`src/shared/bir_params.svh`:
```
// Offsets, field positions, reset values and timing counts of the router.
`ifndef BIR_PARAMS_SVH
`define BIR_PARAMS_SVH
`define BIR_OFF_ENABLE 8'h00
`define BIR_OFF_ROUTE 8'h04
`define BIR_OFF_STATUS 8'h08
`define BIR_OFF_SOFT 8'h0c
`define BIR_OFF_IACK 8'h10
`define BIR_OFF_MISC 8'h14
`define BIR_EV_OPNE 0
`define BIR_EV_IPN 1
`define BIR_EV_IFE 2
`define BIR_EV_OFE 3
`define BIR_EV_IPF 4
`define BIR_EV_OFF 5
`define BIR_EV_PCSR 6
`define BIR_EV_SI0 7
`define BIR_NUM_EV 11
`define BIR_NUM_GATED 7
`define BIR_INT_PIN_RST 8'h01
`define BIR_INT_LINE_RST 8'h00
`define BIR_INT_PIN_LSB 8
`define BIR_ACK_TIMEOUT_NS 2560
`define BIR_CLK_NS 10
`define BIR_ACK_TIMEOUT_CYC (`BIR_ACK_TIMEOUT_NS / `BIR_CLK_NS)
`endif

```
`src/shared/bir_pkg.sv`:
```
// Types used by the interrupt router and its ack state machine.
package bir_pkg;
  typedef struct packed {
    logic [7:0] addr;
    logic [31:0] wdata;
    logic wr;
    logic rd;
  } bir_req_t;
  typedef struct packed {
    logic go;
    logic [31:0] addr;
    logic [3:0] be;
  } bir_ack_req_t;
  typedef enum logic [1:0] {
    BIR_IDLE,
    BIR_BUSY,
    BIR_HAVE
  } bir_ack_state_t;
endpackage : bir_pkg

```
`src/logic/bir_flag.sv`:
```
// One sticky status flag with write-one-to-clear and set priority.
`timescale 1ns/1ns
module bir_flag (
  input wire logic clk_i,
  input wire logic arst_n_i,
  input wire logic set_i,
  input wire logic clr_i,
  output logic flag_o
);
  typedef struct packed {
    logic flag;
  } bir_flag_st_t;
  bir_flag_st_t st;
  bir_flag_st_t next_st;

  // Set wins over a clear arriving in the same cycle.
  always_comb begin
    next_st = st;
    if (set_i) begin
      next_st.flag = 1'b1;
    end else if (clr_i) begin
      next_st.flag = 1'b0;
    end
  end

  // State register.
  always_ff @(posedge clk_i or negedge arst_n_i) begin
    if (!arst_n_i) begin
      st <= '0;
    end else begin
      st <= next_st;
    end
  end
  assign flag_o = st.flag;
endmodule : bir_flag

```
`src/logic/bir_router.sv`:
```
// Interrupt router of a PCI to local processor bus bridge.
// Summary of operation
// - Six list events, each enable, route, status.
// - Inbound post new entry raises gated routed event.
// - Four software sources set status and irq.
// - Software interrupts bypass enable gating.
// - Line held while flag set; write-one clears.
// - Interrupts never stall the other channel.
// - Five PCI status flags set summary flag.
// - Summary interrupt routed by own route bit.
// - Master parity flag excluded from summary.
// - Write one clears summary flag and interrupt.
// - Local read of ack register starts cycle.
// - Byte enables from size and address bits.
// - Local address passes unchanged to PCI.
// - Retry ack reads until vector latched.
// - Latched vector returned on next retry.
// - Ack writes ignored; PCI reads return zero.
// - Interrupt pin field resets to one.
// - Pin field loadable at reset or written.
// - Pin field never gates PCI interrupt.
// - Line field read-write, resets to zero.
// - Each event routed to one of two outputs.
//
// Our own choices: the register addresses and the plain strobed port.
`timescale 1ns/1ns
`include "bir_params.svh"
module bir_router import bir_pkg::*; #(
  parameter int NUM_SOFT = 4,
  parameter int NUM_LIST = 6
) (
  input wire logic clk_i,
  input wire logic arst_n_i,
  input wire logic [7:0] addr_i,
  input wire logic [31:0] wdata_i,
  input wire logic wr_i,
  input wire logic rd_i,
  output logic [31:0] rdata_o,
  input wire logic [NUM_LIST-1:0] list_event_i,
  input wire logic [4:0] pci_status_flags_i,
  input wire logic master_parity_detected_i,
  input wire logic eeprom_pin_valid_i,
  input wire logic [7:0] eeprom_pin_i,
  input wire logic pci_cfg_rd_i,
  input wire logic [7:0] pci_cfg_addr_i,
  output logic [31:0] pci_cfg_rdata_o,
  input wire logic iack_rd_i,
  input wire logic [31:0] iack_addr_i,
  input wire logic [1:0] local_xfer_size_i,
  output logic iack_retry_o,
  output logic iack_done_o,
  output logic [31:0] iack_rdata_o,
  output logic pci_iack_go_o,
  output logic [31:0] pci_iack_addr_o,
  output logic [3:0] pci_iack_be_o,
  input wire logic pci_iack_done_i,
  input wire logic [31:0] pci_iack_vector_i,
  output logic pci_irq_out_n_o,
  output logic local_irq_out_n_o
);
  localparam int NEV = `BIR_NUM_EV;

  initial begin
    if (NUM_SOFT != 4 || NUM_LIST != 6) begin
      $error("bir_router: event layout supports 4 soft and 6 list events");
    end
  end

  typedef struct packed {
    logic [NEV-1:0] enable;
    logic [NEV-1:0] route;
    logic [NUM_SOFT-1:0] soft_src;
    logic [7:0] int_pin;
    logic [7:0] int_line;
    logic [31:0] vector;
    bir_ack_state_t ack_st;
    bir_ack_req_t ack;
    logic [31:0] rdata;
    logic [31:0] cfg_rdata;
    logic pci_irq_n;
    logic local_irq_n;
    logic [4:0] pci_prev;
  } bir_st_t;
  bir_st_t st;
  bir_st_t next_st;

  bir_req_t req;
  logic [NEV-1:0] flag;
  logic [NEV-1:0] set_ev;
  logic [NEV-1:0] clr_ev;
  logic [NEV-1:0] live;
  logic [NEV-1:0] gate;

  assign req = '{addr: addr_i, wdata: wdata_i, wr: wr_i, rd: rd_i};

  //////////////////////////////////////////////////////////////////////////
  // Event sources and clears.
  always_comb begin
    set_ev = '0;
    set_ev[NUM_LIST-1:0] = list_event_i & st.enable[NUM_LIST-1:0];
    set_ev[`BIR_EV_PCSR] = st.enable[`BIR_EV_PCSR]
                          & (|(pci_status_flags_i & ~st.pci_prev));
    set_ev[NEV-1:`BIR_EV_SI0] = st.soft_src;
    clr_ev = (req.wr && req.addr == `BIR_OFF_STATUS)
             ? req.wdata[NEV-1:0] : '0;
  end

  assign live = {st.soft_src, 1'b0, list_event_i};

  //////////////////////////////////////////////////////////////////////////
  // Sticky status flags; a level source holding high re-sets its flag.
  for (genvar g = 0; g < NEV; g++) begin : g_flag
    bir_flag u_flag (
      .clk_i(clk_i),
      .arst_n_i(arst_n_i),
      .set_i(set_ev[g] | (live[g] & (g >= `BIR_NUM_GATED
                                     || st.enable[g]))),
      .clr_i(clr_ev[g]),
      .flag_o(flag[g])
    );
  end

  assign gate = flag & (st.enable | (NEV'({NUM_SOFT{1'b1}}) << `BIR_EV_SI0));

  //////////////////////////////////////////////////////////////////////////
  // Register, acknowledge and output logic.
  always_comb begin
    next_st = st;
    next_st.pci_prev = pci_status_flags_i;
    next_st.ack.go = 1'b0;
    next_st.rdata = '0;
    next_st.cfg_rdata = '0;
    // Register writes.
    if (req.wr) begin
      unique case (req.addr)
        `BIR_OFF_ENABLE: next_st.enable = req.wdata[NEV-1:0];
        `BIR_OFF_ROUTE: next_st.route = req.wdata[NEV-1:0];
        `BIR_OFF_SOFT: next_st.soft_src = req.wdata[NUM_SOFT-1:0];
        `BIR_OFF_MISC: begin
          next_st.int_line = req.wdata[7:0];
          next_st.int_pin = req.wdata[`BIR_INT_PIN_LSB+:8];
        end
        default: ;
      endcase
    end
    if (eeprom_pin_valid_i) begin
      next_st.int_pin = eeprom_pin_i;
    end
    // Register reads answer one cycle later; unmapped reads give zero.
    if (req.rd) begin
      unique case (req.addr)
        `BIR_OFF_ENABLE: next_st.rdata[NEV-1:0] = st.enable;
        `BIR_OFF_ROUTE: next_st.rdata[NEV-1:0] = st.route;
        `BIR_OFF_STATUS: next_st.rdata[NEV-1:0] = flag;
        `BIR_OFF_SOFT: next_st.rdata[NUM_SOFT-1:0] = st.soft_src;
        `BIR_OFF_IACK: next_st.rdata = st.vector;
        `BIR_OFF_MISC: next_st.rdata[15:0] = {st.int_pin, st.int_line};
        default: ;
      endcase
    end
    if (pci_cfg_rd_i && pci_cfg_addr_i == `BIR_OFF_MISC) begin
      next_st.cfg_rdata[15:0] = {st.int_pin, st.int_line};
    end
    unique case (st.ack_st)
      BIR_IDLE: begin
        if (iack_rd_i) begin
          next_st.ack_st = BIR_BUSY;
          next_st.ack.go = 1'b1;
          next_st.ack.addr = iack_addr_i;
          next_st.ack.be = be_of(local_xfer_size_i, iack_addr_i[1:0]);
        end
      end
      BIR_BUSY: begin
        if (pci_iack_done_i) begin
          next_st.vector = pci_iack_vector_i;
          next_st.ack_st = BIR_HAVE;
        end
      end
      BIR_HAVE: begin
        if (iack_rd_i) begin
          next_st.ack_st = BIR_IDLE;
        end
      end
      // The unused state code falls back to idle.
      default: begin
        next_st.ack_st = BIR_IDLE;
      end
    endcase
    next_st.pci_irq_n = ~|(gate & ~st.route);
    next_st.local_irq_n = ~|(gate & st.route);
  end

  // Byte lanes: size 0 is a word, 1 a byte, 2 a halfword, 3 three bytes.
  function automatic logic [3:0] be_of(input logic [1:0] siz,
                                       input logic [1:0] a);
    logic [3:0] m;
    m = 4'h0;
    unique case (siz)
      2'h0: m = 4'hf;
      2'h1: m = 4'h1;
      2'h2: m = 4'h3;
      2'h3: m = 4'h7;
    endcase
    be_of = 4'((m << a) & 4'hf);
  endfunction : be_of

  // State register.
  always_ff @(posedge clk_i or negedge arst_n_i) begin
    if (!arst_n_i) begin
      st <= '0;
      st.int_pin <= `BIR_INT_PIN_RST;
      st.int_line <= `BIR_INT_LINE_RST;
      st.pci_irq_n <= 1'b1;
      st.local_irq_n <= 1'b1;
      st.ack_st <= BIR_IDLE;
    end else begin
      st <= next_st;
    end
  end

  //////////////////////////////////////////////////////////////////////////
  // Outputs.
  // no cross-channel stall
  assign rdata_o = st.rdata;
  assign pci_cfg_rdata_o = st.cfg_rdata;
  assign iack_retry_o = iack_rd_i && st.ack_st != BIR_HAVE;
  assign iack_done_o = iack_rd_i && st.ack_st == BIR_HAVE;
  assign iack_rdata_o = st.vector;
  assign pci_iack_go_o = st.ack.go;
  assign pci_iack_addr_o = st.ack.addr;
  assign pci_iack_be_o = st.ack.be;
  assign pci_irq_out_n_o = st.pci_irq_n;
  assign local_irq_out_n_o = st.local_irq_n;
endmodule : bir_router

```
`config.mk`:
```
export PLATFORM = sky130hd
export DESIGN_NAME = bir_router
export DESIGN_NICKNAME = d
export VERILOG_FILES = /design/src/shared/bir_pkg.sv /design/src/logic/bir_flag.sv /design/src/logic/bir_router.sv
export VERILOG_INCLUDE_DIRS = /design/src /design/src/shared
export SDC_FILE = /design/constraint.sdc
export NUM_CORES = 1
export LEC_CHECK = 0
export ABC_AREA = 1
export BUFFER_PORTS_ARGS = -buffer_cell sky130_fd_sc_hd__buf_2
export CORE_ASPECT_RATIO = 1.1
export CORE_MARGIN = 2
export CORE_UTILIZATION = 40
export CTS_CLUSTER_DIAMETER = 30
export CTS_CLUSTER_SIZE = 24
export DETAILED_ROUTE_END_ITERATION = 12
export PLACE_DENSITY = 0.71
export SYNTH_ARGS = -nofsm -noshare
export SYNTH_HDL_FRONTEND = slang
export SYNTH_SLANG_ARGS = --single-unit
```
`constraint.sdc`:
```
create_clock -name clk_i -period 3.25 [get_ports clk_i]
set_clock_uncertainty 0.2 [all_clocks]
set_input_delay 0.65 -clock clk_i [delete_from_list [all_inputs] [get_ports clk_i]]
set_output_delay 0.65 -clock clk_i [all_outputs]
set_load 0.03 [all_outputs]
```
==> reports/qor.yml <==
yosysWarningCount: 0
antenna_found_initial: 2
cts_resized: 0
coreArea_um2: 21200
gp_congestion: 0.851
grt-ovfl-total: 0
worstPathRequired_ps: 3360
grt_max_degree: 65
clk_pin_slew_worst_paths_ps: 80
synth_edf_count: 0
synth_area_um2: 8530
netlist_instances: 922
drive_gt1_frac: 0.335
power_mw: 7.55
avgSynthCellArea_um2: 9.26
seq_area_frac_synth: 0.525
cts_sinks: 179
cts_tree: "yes"
root_buffer: "clkbuf_16"
die_area_um2: 22500
nets: 1198
grt_pass1_vias: 6150
synth_top_flop_cell: "dfrtp_1"
min_path_type: "in -> async"
hpwlAfterDp_um: 15500
drv_slew: 0
final_cell_area_um2: 9760
ir_drop_uv: 409
dr.pass1.iters: 5
layout_min_cycle_time_ps: 2150
post-synth-top-count-cell: "nand2_1"
routed-via-count: 6227
critPathMaxFanout: 30
grt_use_total: 0.184
synthTopCellsByCount: "nand2_1, dfrtp_1, buf_4"
async_flop_share: 1.00
via_per_inst: 4.59
synthTopCellsByArea: "dfrtp_1, buf_4, nand2_1"
timing.final.crit_share: 0.660
cp-start-kind: "register"
setup_tns_ps: 0
worst-endpoint-arrival_ps: 2260
totalWireLength_um: 20300
numCtsBuffers: 17
drc: 0
avgRoutedWirePerCell_um: 14.9
rsz0062_at_grt: "false"
dpl_cell_area_um2: 9150
finalSetupViolCount: 0
num_rows: 56
cts_setup_buffers: 0
die_y_um: 157
drt_iter0_markers: 417
num_io_pins: 279
leakage_nw: 5.24
status: "finished, final reports clean"
htree_levels: 4
crit_type: "reg -> reg"
initial_core_util: 0.403
end_kind: "register"
clock_path_buffers: 2
p_per_area_nw_per_um2: 774
die_w_um: 143
syn2layout_area_growth_pct: 14.4
ant_nets: 0
worst_slew_pin_slew_ps: 999
clock.fmax_mhz: 466
synth.top_cell.area_share: 0.516
grt_pass1_wl_um: 31700
relSlewSlack: 0.333
clkLatencyLatePin_ps: 430
fin_hold_ws_ps: 0.915
cts_hold_buffers: 0
synth_top_area_cell: "dfrtp_1"
hold_viol_final: 0
ys_types: 37
ys_seq_elements: 179
cap_viol_max_count: 0
portBuffers: 245
==> through the flow <==
step                utilization  std cells  setup slack [ps]
CTS                       0.461       1357              1090
floorplan                     -        937              1070
global placement          0.432       1325               934
finish                    0.461       1358              1100
detailed placement        0.432       1325               904
global route              0.461       1358               983
==> power by group <==
part / internal, mW / switching [mW] / leakage [nW]
combinational: 0.689 / 1.69 / 2.74
sequential: 2.74 / 0.337 / 2.20
clock: 1.11 / 0.988 / 0.299
total: 4.54 / 3.02 / 5.24
==> cell families (layout without fill, tap and decap cells) <==
kind of cell | after synthesis | after routing | synth area share
simple gates | 405 | 405 | 0.227
buf+inv | 234 | 364 | 0.167
flops | 179 | 179 | 0.525
compound gates | 85 | 85 | 0.0559
mux | 16 | 16 | 0.0211
fa+ha+maj | 2 | 2 | 0.00293
other cells | 1 | 17 | 0.000439
==> flip-flops by register name (all words and copies together) (netlist names), 4 cells and up <==
signal	flops
st	45
iack_rdata_o	32
pci_iack_addr_o	32
rdata_o	32
pci_cfg_rdata_o	16
g_flag.u_flag.flag_o	11
live	4
pci_iack_be_o	4
==> worst paths after layout <==
kind | end | slack, ps | start | cells after the start
hold reg to reg | pci_iack_addr_o[16] | 280 | pci_iack_addr_o[16] | 2
min in group clk_i | st[1] | 130 | pci_status_flags_i[1] | 1
hold / removal | st[0] | 0.9 | arst_n_i | 1
max in group asynchronous | iack_rdata_o[31] | 2070 | arst_n_i | 2
setup / recovery | iack_rdata_o[3] | 1100 | st[109] | 4
setup reg to reg | iack_rdata_o[3] | 1100 | st[109] | 4
==> metal layers <==
metal / vias to the layer above / part of all wire / GRT usage
li1: 3042 / - / -
met1: 2931 / 0.41 / 0.222
met2: 209 / 0.50 / 0.319
met3: 43 / 0.056 / 0.0386
met4: 2 / 0.032 / 0.0742
met5: - / 0.00054 / 0
==> cells in the final DEF, fill, tap and decap left out, drive strengths merged, types with 2 or more instances in the layout <==
| cell type | n |
|---|---|
| inv | 85 |
| o31ai | 3 |
| nand2 | 228 |
| dfstp | 3 |
| ha | 2 |
| nor2 | 73 |
| nor3 | 7 |
| nand4 | 3 |
| buf | 258 |
| dfrtp | 176 |
| mux2 | 16 |
| a21oi | 24 |
| o21ai | 51 |
| nand3 | 77 |
| nor4 | 2 |
| clkinv | 3 |
| nor3b | 14 |
| o2111ai | 2 |
| conb | 16 |
| clkbuf | 17 |
| o211ai | 2 |
==> worst max-delay path: stages, from the launching register on <==
cell,delay (ps)
dfrtp_1,400
inv_1,130
nand3_2,510
buf_4,450
mux2_2,300
==> layout make-up <==
type	count	area, um^2
fillers	2077	11400
flip-flops and latches	179	4480
multi-input cells	524	2690
repair buffers	258	1340
clock buffers	17	425
well taps	290	363
inverters	74	278
clock inverters	15	180
diodes	1	2.50
Note: power is estimated with default switching activity, not from simulation.
